`src/bsd_pkg.sv`:
```
// constants, codes and state types for the boot strap decoder
package bsd_pkg;

	// strap word layout: printed bit n sits at index n-1
	localparam int         BSD_STRAP_W       = 8;
	localparam int         BSD_POS_STRAP_SIX = 5;
	localparam int         BSD_POS_STRAP_TWO = 1;
	localparam int         BSD_POS_STRAP_ONE = 0;
	localparam int         BSD_POS_SRC_HI    = 7;
	localparam int         BSD_POS_SRC_LO    = 4;
	localparam int         BSD_POS_WID_HI    = 3;
	localparam int         BSD_POS_WID_LO    = 2;
	localparam int         BSD_POS_PORT_HI   = 1;
	localparam int         BSD_POS_PORT_LO   = 0;

	// fixed on-module pattern 01X001XX
	localparam logic [7:0] BSD_FIXED_MASK    = 8'hDC;
	localparam logic [7:0] BSD_FIXED_VALUE   = 8'h44;

	// named use cases
	localparam logic [7:0] BSD_WORD_ONBOARD  = 8'h66;
	localparam logic [7:0] BSD_WORD_CARRIER  = 8'h45;

	// boot source codes
	localparam logic [2:0] BSD_SRC_NONE      = 3'h0;
	localparam logic [2:0] BSD_SRC_NAND      = 3'h1;
	localparam logic [2:0] BSD_SRC_MMC       = 3'h2;
	localparam logic [2:0] BSD_SRC_SD        = 3'h3;
	localparam logic [2:0] BSD_SRC_NOR       = 3'h4;
	localparam logic [2:0] BSD_SRC_SATA      = 3'h5;

	// bus width codes
	localparam logic [1:0] BSD_WID_1         = 2'h0;
	localparam logic [1:0] BSD_WID_4         = 2'h1;
	localparam logic [1:0] BSD_WID_8         = 2'h2;

	// card port codes
	localparam logic [1:0] BSD_PORT_NONE     = 2'h0;
	localparam logic [1:0] BSD_PORT_SECOND   = 2'h1;
	localparam logic [1:0] BSD_PORT_THIRD    = 2'h2;
	localparam logic [1:0] BSD_PORT_FOURTH   = 2'h3;

	// reset values
	localparam logic [7:0] BSD_RST_WORD      = 8'h00;
	localparam logic [3:0] BSD_RST_SYNC      = 4'h0;

	typedef enum logic [1:0] {
		BSD_HOLD,
		BSD_SAMPLE,
		BSD_RUN
	} bsd_state_e;

	typedef struct packed {
		bsd_state_e state;
		logic [7:0] word;
		logic [2:0] src;
		logic [1:0] width;
		logic [1:0] port;
		logic       valid;
		logic       core_rst;
		logic       onboard;
		logic       carrier;
	} bsd_main_s;

endpackage

```
`src/bsd_decoder.sv`:
```
// boot strap decoder: latches straps at reset release and decodes boot choice
// Notes on behaviour
// - top four strap bits pick boot source
// - bits four and three give bus width
// - bits two and one pick card port
// - strap word fixed to 01X001XX pattern
// - word 01100110 boots third port, 4-bit
// - word 01000101 boots second port, 4-bit
// - stay in reset while reset pin low
`timescale 1ns/1ps
module bsd_decoder
	import bsd_pkg::*;
(
	// clock and reset
	input  wire logic       clk_i,
	input  wire logic       rst_i,
	// board pins
	input  wire logic       hw_reset_n_i,
	input  wire logic       strap_bit_six_i,
	input  wire logic       strap_bit_two_i,
	input  wire logic       strap_bit_one_i,
	// decoded boot selection
	output logic      [2:0] boot_source_o,
	output logic      [1:0] bus_width_o,
	output logic      [1:0] card_port_o,
	output logic      [7:0] strap_word_o,
	output logic            config_valid_o,
	output logic            onboard_flash_boot_o,
	output logic            carrier_card_boot_o,
	// reset toward the rest of the module
	output logic            core_reset_o
);

	bsd_main_s  main_reg;
	bsd_main_s  main_next;
	logic [3:0] pins_sync;
	logic       rst_n_s;
	logic [7:0] word_now;

	// boot source from the top nibble
	function automatic logic [2:0] decode_source(input logic [7:0] w);
		logic [3:0] nib;
		nib = w[BSD_POS_SRC_HI:BSD_POS_SRC_LO];
		if (nib[3]) begin
			return BSD_SRC_NAND;
		end else if (nib[2:1] == 2'h3) begin
			return BSD_SRC_MMC;
		end else if (nib[2:1] == 2'h2) begin
			return BSD_SRC_SD;
		end else if (nib == 4'h3) begin
			return BSD_SRC_NOR;
		end else if (nib == 4'h2) begin
			return BSD_SRC_SATA;
		end
		return BSD_SRC_NONE;
	endfunction

	// bus width; 8-bit only for the MMC source
	function automatic logic [1:0] decode_width(input logic [7:0] w);
		logic [2:0] src;
		logic [1:0] fld;
		src = decode_source(w);
		fld = w[BSD_POS_WID_HI:BSD_POS_WID_LO];
		if (src == BSD_SRC_MMC && fld == 2'h2) begin
			return BSD_WID_8;
		end else if ((src == BSD_SRC_MMC || src == BSD_SRC_SD) && fld[0]) begin
			return BSD_WID_4;
		end
		return BSD_WID_1;
	endfunction

	// card port; meaningless outside card boot, so reported as none
	function automatic logic [1:0] decode_port(input logic [7:0] w);
		logic [2:0] src;
		src = decode_source(w);
		if (src == BSD_SRC_MMC || src == BSD_SRC_SD) begin
			return w[BSD_POS_PORT_HI:BSD_POS_PORT_LO];
		end
		return BSD_PORT_NONE;
	endfunction

	// pins are from the board, so all pass two flops first
	bsd_sync #(
		.W       (4),
		.RST_VAL (BSD_RST_SYNC)
	) u_sync (
		.clk_i   (clk_i),
		.rst_i   (rst_i),
		.async_i ({hw_reset_n_i, strap_bit_six_i, strap_bit_two_i, strap_bit_one_i}),
		.sync_o  (pins_sync)
	);

	assign rst_n_s = pins_sync[3];

	// only three bits come from the board, the rest are fixed on-module
	always_comb begin
		word_now                    = BSD_FIXED_VALUE;
		word_now[BSD_POS_STRAP_SIX] = pins_sync[2];
		word_now[BSD_POS_STRAP_TWO] = pins_sync[1];
		word_now[BSD_POS_STRAP_ONE] = pins_sync[0];
	end

	// sequence: hold in reset, take one sample, then run
	always_comb begin
		main_next = main_reg;
		case (main_reg.state)
			BSD_HOLD: begin
				if (rst_n_s) begin
					main_next.state = BSD_SAMPLE;
				end
			end
			BSD_SAMPLE: begin
				// straps taken exactly once per release
				main_next.word    = word_now;
				main_next.src     = decode_source(word_now);
				main_next.width   = decode_width(word_now);
				main_next.port    = decode_port(word_now);
				main_next.onboard = (word_now == BSD_WORD_ONBOARD);
				main_next.carrier = (word_now == BSD_WORD_CARRIER);
				main_next.valid   = 1'b1;
				main_next.state   = BSD_RUN;
			end
			BSD_RUN: begin
				main_next.state = BSD_RUN;
			end
			default: begin
				main_next.state = BSD_HOLD;
			end
		endcase
		// a low pin wins from any state; decoded values kept but marked stale
		if (!rst_n_s) begin
			main_next.state = BSD_HOLD;
			main_next.valid = 1'b0;
		end
		main_next.core_rst = (main_next.state != BSD_RUN);
	end

	always_ff @(posedge clk_i or posedge rst_i) begin
		if (rst_i) begin
			main_reg          <= '0;
			main_reg.state    <= BSD_HOLD;
			main_reg.word     <= BSD_RST_WORD;
			main_reg.src      <= BSD_SRC_NONE;
			main_reg.width    <= BSD_WID_1;
			main_reg.port     <= BSD_PORT_NONE;
			main_reg.core_rst <= 1'b1;
		end else begin
			main_reg <= main_next;
		end
	end

	// outputs straight from the state register
	assign boot_source_o        = main_reg.src;
	assign bus_width_o          = main_reg.width;
	assign card_port_o          = main_reg.port;
	assign strap_word_o         = main_reg.word;
	assign config_valid_o       = main_reg.valid;
	assign onboard_flash_boot_o = main_reg.onboard;
	assign carrier_card_boot_o  = main_reg.carrier;
	assign core_reset_o         = main_reg.core_rst;

	// fields of the latched word, read apart from the decode functions
	logic [3:0] seen_nib;
	logic [1:0] seen_fld;

	assign seen_nib = strap_word_o[BSD_POS_SRC_HI:BSD_POS_SRC_LO];
	assign seen_fld = strap_word_o[BSD_POS_WID_HI:BSD_POS_WID_LO];
endmodule

```
`src/bsd_sync.sv`:
```
// two-flop synchroniser for board-driven levels
`timescale 1ns/1ps
module bsd_sync #(
	parameter int         W       = 4,
	parameter logic [3:0] RST_VAL = 4'h0
) (
	// clock and reset
	input  wire logic         clk_i,
	input  wire logic         rst_i,
	// levels
	input  wire logic [W-1:0] async_i,
	output logic      [W-1:0] sync_o
);

	typedef struct packed {
		logic [W-1:0] meta;
		logic [W-1:0] stable;
	} bsd_sync_s;

	bsd_sync_s sync_reg;
	bsd_sync_s sync_next;

	// refuse widths the reset value cannot cover
	if (W < 1 || W > 4) begin : g_bad_width
		$error("bsd_sync width must be 1 to 4");
	end

	// first stage feeds only the second stage
	always_comb begin
		sync_next        = sync_reg;
		sync_next.meta   = async_i;
		sync_next.stable = sync_reg.meta;
	end

	always_ff @(posedge clk_i or posedge rst_i) begin
		if (rst_i) begin
			sync_reg <= {RST_VAL[W-1:0], RST_VAL[W-1:0]};
		end else begin
			sync_reg <= sync_next;
		end
	end

	assign sync_o = sync_reg.stable;

endmodule

```
`config.mk`:
```
export PLATFORM = sky130hd
export DESIGN_NAME = bsd_decoder
export DESIGN_NICKNAME = d
export VERILOG_FILES = /design/src/bsd_pkg.sv /design/src/bsd_decoder.sv /design/src/bsd_sync.sv
export SDC_FILE = /design/constraint.sdc
export NUM_CORES = 1
export LEC_CHECK = 0
export BUFFER_PORTS_ARGS = -buffer_cell sky130_fd_sc_hd__buf_2
export CAP_MARGIN = 10
export CORE_MARGIN = 8
export CORE_UTILIZATION = 45
export CTS_CLUSTER_SIZE = 8
export DETAILED_ROUTE_END_ITERATION = 12
export PLACE_DENSITY = 0.72
export SYNTH_ARGS = -nofsm -noshare
export SYNTH_HDL_FRONTEND = slang
export SYNTH_HIERARCHICAL = 1
export SYNTH_SLANG_ARGS = --single-unit
```
`constraint.sdc`:
```
create_clock -name clk_i -period 1.8 [get_ports clk_i]
set_clock_uncertainty 0.15 [all_clocks]
set_input_delay 0.36 -clock clk_i [delete_from_list [all_inputs] [get_ports clk_i]]
set_output_delay 0.36 -clock clk_i [all_outputs]
set_load 0.01 [all_outputs]
```
After elaboration in Yosys (flattened, before gate mapping)

Index checks and enable logic that the tools add are counted.

Word-level logic and storage cells: 36
Output and inout port bits: 19
Bits in registers: 26

Multiplexer cells: 14
Equality and inequality tests: 8
Reduce and logical (&&, ||, !) cells: 3

Operators by type and width:

| kind                                           | number |
|---|---|
| 2-to-1 mux 2 bit                               | 6 |
| == test 3 x 2 -> 1 bit (second input constant) | 2 |
| 2-to-1 mux 1 bit                               | 6 |
| inequality test 2 bit (second input constant)  | 2 |
| one-hot mux 2 bit (2 select lines)             | 1 |
| == test 3 x 1 -> 1 bit (second input constant) | 1 |
| == test 3 bit (second input constant)          | 1 |
| 2-to-1 mux 3 bit                               | 1 |
| == test 2 x 1 -> 1 bit (second input constant) | 1 |
| == test 2 bit (second input constant)          | 1 |
| logical NOT 2 bit                              | 1 |
| OR reduction 2 bit                             | 1 |
| logical OR 1 bit                               | 1 |

Logic depth before layout (Yosys ltp)

Gate-level depths: netlist (run 1).

Depth in word-level cells: 9
Depth in mapped cells: 5

Hierarchy

The synthesis (run 1) kept the hierarchy.

By module, submodules not included:

| module      | area an instance (um2) | cells each | times used | sequential area each (um2) |
|---|---|---|---|---|
| bsd_decoder | 571.8                  | 48         | 1          | 276.5 |
| bsd_sync    | 203.9                  | 9          | 1          | 200.2 |

Least setup slack after synthesis (run 1)

OpenSTA, ideal clock, no wires.

Kind: flip-flop to flip-flop
Start point: register main_reg[19] (netlist bit)
End point: register main_reg (netlist bit card_port_o[0])
Stages on the path, launching flop included: 4
Setup time: 125 ps
Path slack: 553 ps
Data arrival time: 972 ps
Path through: dfrtp_1 ha_1 buf_6 mux2_4

Longest elaborated chain between the ends: 1

RTL lines:

| element                | RTL line           | RTL |
|---|---|---|
| from (decl)            | bsd_decoder.sv:34  | `bsd_main_s main_reg;` |
| from (signal assigned) | bsd_decoder.sv:148 | `main_reg <= main_next;` |
| == test 2 x 1 -> 1 bit | -                  |  |

No other way between the ends.
A chain may end at the register's enable or synchronous reset.

Worst setup path after layout (run 1)

Start point: register main_reg (netlist bit core_reset_o)
End point: output port core_reset_o

RTL lines:

| element   | RTL line          | RTL |
|---|---|---|
| to (decl) | bsd_decoder.sv:31 | `output logic core_reset_o` |

No word-level cell between the ends.

==> results of run 1 <==
[cells by family after synthesis]
group | after synthesis | share of synthesized area (%)
buffers and inverters | 22 | 18.9
DFF | 19 | 61.5
and+or+nand+nor | 6 | 5.32
muxes | 5 | 9.03
AOI/OAI and AO/OA | 2 | 1.61
adders and majority gates | 2 | 3.23
other | 1 | 0.483
[worst min path at each step]
| stage | end | slack (ps) | depth (start not counted) |
|---|---|---|---|
| after floorplan | u_sync/sync_next[0]$_DFF_PP0_ | 30 | 1 |
| after global placement | u_sync/sync_next[3]$_DFF_PP0_ | 160 | 2 |
| after detailed placement | u_sync/sync_o[3]$_DFF_PP0_ | 170 | 2 |
| after CTS | u_sync/sync_next[2]$_DFF_PP0_ | 8 | 1 |
| after global routing | u_sync/sync_o[2]$_DFF_PP0_ | 210 | 0 |
| final | u_sync/sync_o[2]$_DFF_PP0_ | 200 | 0 |
[synth_stat cells]
master	n
o21ai_0	1
and2_1	2
dfrtp_1	18
mux2i_1	1
inv_1	6
buf_6	1
mux2_4	4
dfstp_2	1
or2_2	1
buf_4	15
ha_1	2
conb_1	1
o21a_1	1
nor3b_1	1
nand2b_1	1
nand4b_1	1
[layout make-up]
class | count | area [sq um]
inverter | 6 | 22.5
fill | 141 | 811
clock buffer | 4 | 26.3
tap | 17 | 21.3
timing repair buffer | 24 | 145
multi-input combinational | 20 | 168
sequential | 19 | 477
[cell usage in the layout, fill, tap and decap left out, types with 2 or more instances in the layout]
cell type | Yosys | layout
clkbuf_4 | 0 | 3
and2_1 | 2 | 2
inv_1 | 6 | 6
buf_2 | 0 | 19
dlygate4sd3_1 | 0 | 5
mux2_4 | 4 | 4
ha_1 | 2 | 2
dfrtp_1 | 18 | 18
conb_1 | 1 | 5
[metal layers]
layer	vias up	routed length, microns	GRT usage (%)
met2	20	490	11.6
met1	169	451	6.91
met5	-	0	0
met4	0	6	3.21
li1	189	-	-
met3	2	146	6.50
[metrics by stage]
step	power [mW]	setup slack [ps]	instance area (sq um)
floorplan	0.803	553	791
global placement	0.803	404	783
detailed placement	0.815	386	783
CTS	1.02	342	820
global route	1.08	309	860
finish	1.01	356	860
[report_power, final]
group          leakage (nW)  internal [mW]  switching, mW
sequential            0.225          0.502         0.0387
combinational         0.191          0.138          0.126
clock                0.0150         0.0863          0.119
total                 0.431          0.726          0.284
==> results by group, run 1 <==
Route
  • 1st-iter DRT viols: 3
  • Routed Antenna Nets: 0
  • Drt pass-1 iters: 3
  • Final wirelength: 1100 microns
  • Vias: 380
  • Vias per cell: 4.22
  • DRC: 0
  • WL/cell: 12.2 microns

Synth
  • Syn avg cell area: 13.6 sq um
  • Main area contributors after synthesis: dfrtp_1 (58%), buf_4 (15%), mux2_4 (7.7%)
  • Top-area cell type share of the netlist area: 58.1%
  • Synth warn: 6
  • Area leader, netlist: dfrtp_1
  • Sequential fraction of the synthesis area: 61.5%
  • Mapped Area: 776 sq um
  • #FFs+latches synth: 19
  • Cell count after synthesis: 57
  • Post-synth cell types: 16

Clocking
  • Worst-Skew Late Latency: 290 ps
  • Hold buffer count at CTS: 1
  • CTS Buf Count: 3
  • CTS tree: done
  • Clock H-tree levels: 1
  • Worst-path clk slew: 100 ps
  • Clk root buf: clkbuf_4
  • Postcts setup bufs: 0
  • CTS Sinks: 19
  • CTS Buffer Depth: 2
  • Post-CTS sizing: 0

Finish
  • Fin cells: 90
  • Fin util: 51.5%
  • Layout cells sized above 1: 38.4%
  • Ant diodes: 0
  • Final net count: 82
  • Area grow syn2layout: 10.8%

Global route
  • Initial antenna violation count: 0
  • Largest net degree at the start of global routing: 12
  • Tot GR Track Use: 7.51%
  • Vias in the first global route: 387
  • GRT overflow: 0
  • First-pass GRT wire length: 1840 microns

Timing
  • Setup TNS Final: 0 ps
  • WHS: 205 ps
  • Final Slew Violations: 0
  • Tcrit/Tclk final: 80.2%
  • RSZ-0062 raised after global routing: false
  • Fin. Hold Viols: 0
  • Crit path time final: 1440 ps
  • Fmax: 693 MHz
  • Setup violators final: 0

Critical path
  • Critical path's slowest cell: dfstp_2
  • R2R cell count: 3
  • Critical path launch point type: flop
  • CP delay by family, top: flip-flops
  • Worst Path Arrival: 930 ps
  • Worst path buffer plus inverter count: 1
  • FF-to-FF End: carrier_card_boot_o$_DFFE_PP0N_
  • Cells along the critical path: buf_2
  • CP Data Required Time: 1290 ps
  • CP Capture Point: core_reset_o
  • CP max stage delay: 520 ps
  • Worst R2R Start: main_reg[20]$_DFF_PP0_
  • Critical path fanouts, max: 1
  • CP Depth: 1
  • Worst R2R Setup Slack: 380 ps
  • Crit Path Class: flop to output pin
  • CP Launch Point: core_reset_o$_DFF_PP1_
  • Critical Path End Type: output pin

Floorplanning
  • IO Count: 25
  • Die width: 57.5 microns
  • Chip height: 57.5 microns
  • Rows: 15
  • Die Area: 3310 sq um
  • Initial Util: 46.4%
  • Core ar.: 1670 sq um

Pwr
  • P per Cell Area: 1180 nW/um^2
  • Worst vdd ir: 0.772 mV
  • LEAKAGE: 0.431 nW

Placed design
  • Detailed Place HPWL: 842 microns
  • Port Buf Inserts: 19
  • Placed insts: 81
  • RD Place Congestion: 0.658

Min path
  • Min-delay src: u_sync/sync_next[2]$_DFF_PP0_
  • Worst min path class: flop to flop

Outcome
  • Outcome: finished, final reports clean

Run
  • Max-Cap Viols: 0
Note: power is estimated with default switching activity, not from simulation.
==> run 2: changes to the inputs <==
--- a/config.mk
+++ b/config.mk
@@ -8,7 +8,7 @@
 export BUFFER_PORTS_ARGS = -buffer_cell sky130_fd_sc_hd__buf_2
 export CAP_MARGIN = 10
 export CORE_MARGIN = 8
-export CORE_UTILIZATION = 45
+export CORE_UTILIZATION = 43
 export CTS_CLUSTER_SIZE = 8
 export DETAILED_ROUTE_END_ITERATION = 12
 export PLACE_DENSITY = 0.72
==> constraint.sdc (replaced) <==
create_clock -name clk_i -period 1.22 [get_ports clk_i]
set_clock_uncertainty 0.15 [all_clocks]
set_input_delay 0.244 -clock clk_i [delete_from_list [all_inputs] [get_ports clk_i]]
set_output_delay 0.244 -clock clk_i [all_outputs]
set_load 0.01 [all_outputs]
==> results by group, run 2 (synthesis results as in run 1) <==
Outcome
  • Outcome: finished, violations left
  • Failing checks: negative setup slack

Critical path
  • CP max stage delay: 540 ps
  • R2R cell count: 3
  • CP Launch Point: core_reset_o$_DFF_PP1_
  • Crit Path Class: flop to output pin
  • Critical path's slowest cell: dfstp_2
  • Critical path launch point type: flop
  • Worst R2R Start: main_reg[19]$_DFF_PP0_
  • Cells along the critical path: buf_6
  • Critical Path End Type: output pin
  • Critical path fanouts, max: 1
  • Worst R2R Setup Slack: -60 ps
  • Worst path buffer plus inverter count: 1
  • CP Data Required Time: 830 ps
  • CP delay by family, top: flip-flops
  • FF-to-FF End: card_port_o[0]$_DFFE_PP0N_
  • Worst Path Arrival: 920 ps

Global route
  • First-pass GRT wire length: 2050 microns
  • Largest net degree at the start of global routing: 12
  • Vias in the first global route: 501
  • Initial antenna violation count: 0
  • Tot GR Track Use: 8.13%
  • GRT overflow: 0

Floorplanning
  • IO Count: 25
  • Rows: 15
  • Die width: 58.5 microns
  • Initial Util: 45.4%
  • Die Area: 3420 sq um
  • Core ar.: 1710 sq um
  • Chip height: 58.5 microns

Pwr
  • LEAKAGE: 0.499 nW
  • P per Cell Area: 1670 nW/um^2
  • Worst vdd ir: 0.575 mV

Placed design
  • Detailed Place HPWL: 865 microns
  • Pre-CTS WS: -184 ps
  • RD Place Congestion: 0.686
  • Area after DPL: 816 sq um
  • Port Buf Inserts: 19

Timing
  • Tcrit/Tclk final: 108%
  • Final Slew Violations: 0
  • Crit path time final: 1310 ps
  • Setup violators final: 14
  • Final worst slack: -94.9 ps
  • Fmax: 760 MHz
  • RSZ-0062 raised after global routing: true
  • Fin. Hold Viols: 0

Finish
  • Commonest non-fill, non-tap cells in the layout: dfrtp_1 (18), buf_2 (16), buf_6 (6)
  • Commonest non-fill, non-tap cell in the layout: dfrtp_1
  • Layout Cell Area excl Fill: 1010 sq um
  • Ant diodes: 0
  • Area grow syn2layout: 30.3%
  • Final net count: 91
  • Layout cells sized above 1: 51.2%

Route
  • 1st-iter DRT viols: 0
  • Vias per cell: 4.06
  • Final wirelength: 1250 microns
  • WL/cell: 11.7 microns
  • Routed Antenna Nets: 0
  • Drt pass-1 iters: 1
  • Vias: 434
  • DRC: 0

Clocking
  • Clock H-tree levels: 1
  • Clk root buf: clkbuf_4
  • Worst-path clk slew: 100 ps
  • CTS Buffer Depth: 2
  • CTS Buf Count: 3
  • CTS Sinks: 19
  • Worst-Skew Late Latency: 300 ps
  • CTS tree: done

Run
  • Max-Cap Viols: 0

Min path
  • Worst min path class: flop to flop
  • Hold endpoint: u_sync/sync_o[3]$_DFF_PP0_
  • Worst hold stages: 0
  • Min-delay src: u_sync/sync_next[3]$_DFF_PP0_
## run 2: cell count changes in the layout (fill, tap and decap cells not counted), moves of 2 or more
cell	before	now
ha_1	2	0
buf_2	19	16
buf_4	0	5
buf_6	0	6
ha_4	0	2
## run 2: how the worst max path moves through the flow
stage	end	slack, ps	depth (start not counted)
2_1_floorplan	card_port_o[0]$_DFFE_PP0N_	-30	3
3_3_place_gp	strap_word_o[1]$_DFFE_PP0N_	-140	3
3_5_place_dp	card_port_o[0]$_DFFE_PP0N_	-180	3
4_1_cts	core_reset_o	-110	1
5_1_grt	core_reset_o	-130	1
6_report	core_reset_o	-90	1
## run 2: layer usage
metal | global-route usage [%] | vias up | routed length (microns)
li1 | - | 205 | -
met1 | 7.23 | 200 | 506
met2 | 13.2 | 24 | 578
met3 | 4.13 | 5 | 123
met4 | 7.34 | 0 | 44
met5 | 0 | - | 0
## run 2: timing repair
action                                  CTS  global route
pin swaps                                 2             2
hold buffers                              5             0
endpoints found under the setup margin   22            22
resized for setup                         9             4
hold endpoints to repair                 22             0
setup buffers                             6             0
## run 2: stage by stage
step                      TNS [ps]  hold WS [ps]  power, mW  utilization [%]  std cells
final                         -599           208       1.68             59.2        107
after detailed placement     -1140          59.2       1.23             47.8         92
after CTS                     -739           211       1.69             57.5        107
after global routing         -1400           225       1.80             59.2        107
after floorplan               -115         -90.3       1.19                -         61
after global placement        -816          52.6       1.21             47.8         92
## run 2: power breakdown
part | internal [mW] | switching [mW]
combinational | 0.350 | 0.232
sequential | 0.740 | 0.0569
clock | 0.122 | 0.184
## run 2: cell type report
type / count / area (sq um)
Clock buffer: 3 / 22.5
Timing Repair Buffer: 33 / 255
Clock inverter: 1 / 5.00
Multi-Input combinational cell: 20 / 198
Fill cell: 139 / 697
Tap cell: 25 / 31.3
Inverter: 6 / 22.5
Sequential cell: 19 / 477
==> run 3: changes to the inputs <==
--- a/config.mk
+++ b/config.mk
@@ -8,7 +8,7 @@
 export BUFFER_PORTS_ARGS = -buffer_cell sky130_fd_sc_hd__buf_2
 export CAP_MARGIN = 10
 export CORE_MARGIN = 8
-export CORE_UTILIZATION = 43
+export CORE_UTILIZATION = 45
 export CTS_CLUSTER_SIZE = 8
 export DETAILED_ROUTE_END_ITERATION = 12
 export PLACE_DENSITY = 0.72
==> constraint.sdc (replaced) <==
create_clock -name clk_i -period 1.4 [get_ports clk_i]
set_clock_uncertainty 0.15 [all_clocks]
set_input_delay 0.28 -clock clk_i [delete_from_list [all_inputs] [get_ports clk_i]]
set_output_delay 0.28 -clock clk_i [all_outputs]
set_load 0.01 [all_outputs]
==> results by group, run 3 (synthesis results as in run 1) <==
Placed design
  • Detailed Place HPWL: 846 microns
  • Pre-CTS WS: -19.8 ps
  • Area after DPL: 791 sq um
  • RD Place Congestion: 0.638
  • Port Buf Inserts: 19

Floorplanning
  • Core ar.: 1670 sq um
  • Rows: 15
  • Initial Util: 46.4%
  • Die width: 57.5 microns
  • Die Area: 3310 sq um
  • IO Count: 25
  • Chip height: 57.5 microns

Clocking
  • Worst-Skew Late Latency: 290 ps
  • CTS Sinks: 19
  • Clock H-tree levels: 1
  • CTS tree: done
  • Clk root buf: clkbuf_4
  • CTS Buffer Depth: 2
  • Postcts setup bufs: 0
  • CTS Buf Count: 3
  • Worst-path clk slew: 100 ps

Critical path
  • FF-to-FF End: carrier_card_boot_o$_DFFE_PP0N_
  • CP Data Required Time: 970 ps
  • Worst Path Arrival: 910 ps
  • Critical path fanouts, max: 1
  • Crit Path Class: flop to output pin
  • Worst R2R Start: main_reg[20]$_DFF_PP0_
  • Worst R2R Setup Slack: 70 ps
  • CP max stage delay: 540 ps
  • Critical path launch point type: flop
  • Cells along the critical path: buf_6
  • Critical Path End Type: output pin
  • R2R cell count: 3
  • Worst path buffer plus inverter count: 1
  • Critical path's slowest cell: dfstp_2
  • CP delay by family, top: flip-flops

Route
  • Vias: 397
  • 1st-iter DRT viols: 2
  • Drt pass-1 iters: 3
  • Routed Antenna Nets: 0
  • DRC: 0
  • WL/cell: 12.0 microns
  • Vias per cell: 4.36
  • Final wirelength: 1090 microns

Finish
  • Area grow syn2layout: 13.1%
  • Fin util: 52.5%
  • Final net count: 83
  • Layout Cell Area excl Fill: 877 sq um
  • Layout fillers: 141
  • Commonest non-fill, non-tap cells in the layout: dfrtp_1 (18), buf_2 (18), inv_1 (6)
  • Layout cells sized above 1: 41.9%
  • Ant diodes: 0

Min path
  • Worst hold stages: 0
  • Hold endpoint: u_sync/sync_o[2]$_DFF_PP0_
  • Min-delay src: u_sync/sync_next[2]$_DFF_PP0_
  • Worst min path class: flop to flop

Global route
  • GRT overflow: 0
  • Initial antenna violation count: 0
  • First-pass GRT wire length: 1880 microns
  • Largest net degree at the start of global routing: 12
  • Tot GR Track Use: 7.55%
  • Vias in the first global route: 411

Timing
  • RSZ-0062 raised after global routing: false
  • Fmax: 744 MHz
  • Setup violators final: 0
  • Setup TNS Final: 0 ps
  • Tcrit/Tclk final: 96.0%
  • Fin. Hold Viols: 0
  • Final worst slack: 56.1 ps
  • Crit path time final: 1340 ps
  • Final Slew Violations: 0

Run
  • Max-Cap Viols: 0

Pwr
  • LEAKAGE: 0.441 nW
  • Worst vdd ir: 0.983 mV
  • P per Cell Area: 1490 nW/um^2
  • Pwr Total: 1.31 mW

Outcome
  • Outcome: finished, final reports clean
## run 3: through the flow
step                      std cells  hold WS, ps
final                            91          207
after global routing             91          217
after CTS                        91          209
after detailed placement         82         91.7
after global placement           82         79.9
after floorplan                  61        -54.3
## run 3: per-layer routing
metal  track usage (%)  vias to the layer above  share of wire, %
met2              12.4                       20                45
met3              6.05                        2                12
met5                 0                        -                 0
met1              7.04                      182                41
li1                  -                      193                 -
met4              2.14                        0               1.1
## run 3: how the worst max path moves through the flow
stage / start / to / slack, ps / cells past startpoint
2_1_floorplan: main_reg[19]$_DFF_PP0_ / card_port_o[0]$_DFFE_PP0N_ / 150 / 3
3_3_place_gp: main_reg[20]$_DFF_PP0_ / strap_word_o[1]$_DFFE_PP0N_ / 20 / 3
3_5_place_dp: main_reg[20]$_DFF_PP0_ / carrier_card_boot_o$_DFFE_PP0N_ / -20 / 3
4_1_cts: core_reset_o$_DFF_PP1_ / core_reset_o / 30 / 1
5_1_grt: core_reset_o$_DFF_PP1_ / core_reset_o / 10 / 1
6_report: core_reset_o$_DFF_PP1_ / core_reset_o / 60 / 1
## run 3: timing repair
| item | in CTS | in global routing |
|---|---|---|
| setup endpoints to repair | 5 | 1 |
| gates cloned | 0 | 0 |
| pin swaps | 0 | 0 |
| hold endpoints to repair | 22 | 0 |
| gates resized for setup | 1 | 1 |
| hold buffers | 5 | 0 |
## run 3: area by class of cell
type	count	area [sq um]	area share (%)
Sequential cell	19	477	54.4
Multi-Input combinational cell	20	170	19.4
Timing Repair Buffer	25	159	18.1
Clock buffer	3	22.5	2.57
Inverter	6	22.5	2.57
Tap cell	17	21.3	2.43
Clock inverter	1	5.00	0.571
## run 3: worst register-to-register path, delay by kind of cell, from the launching register on
kind | cells | cell delay (ps)
DFF | 1 | 380
muxes | 1 | 320
adders and majority gates | 1 | 300
buffers and inverters | 1 | 80
## run 3: power by group
group          switching, mW  total (mW)  leakage, nW  internal (mW)
sequential            0.0508       0.696        0.225          0.645
clock                  0.155       0.261       0.0177          0.106
combinational          0.162       0.353        0.198          0.191
total                  0.368        1.31        0.441          0.942
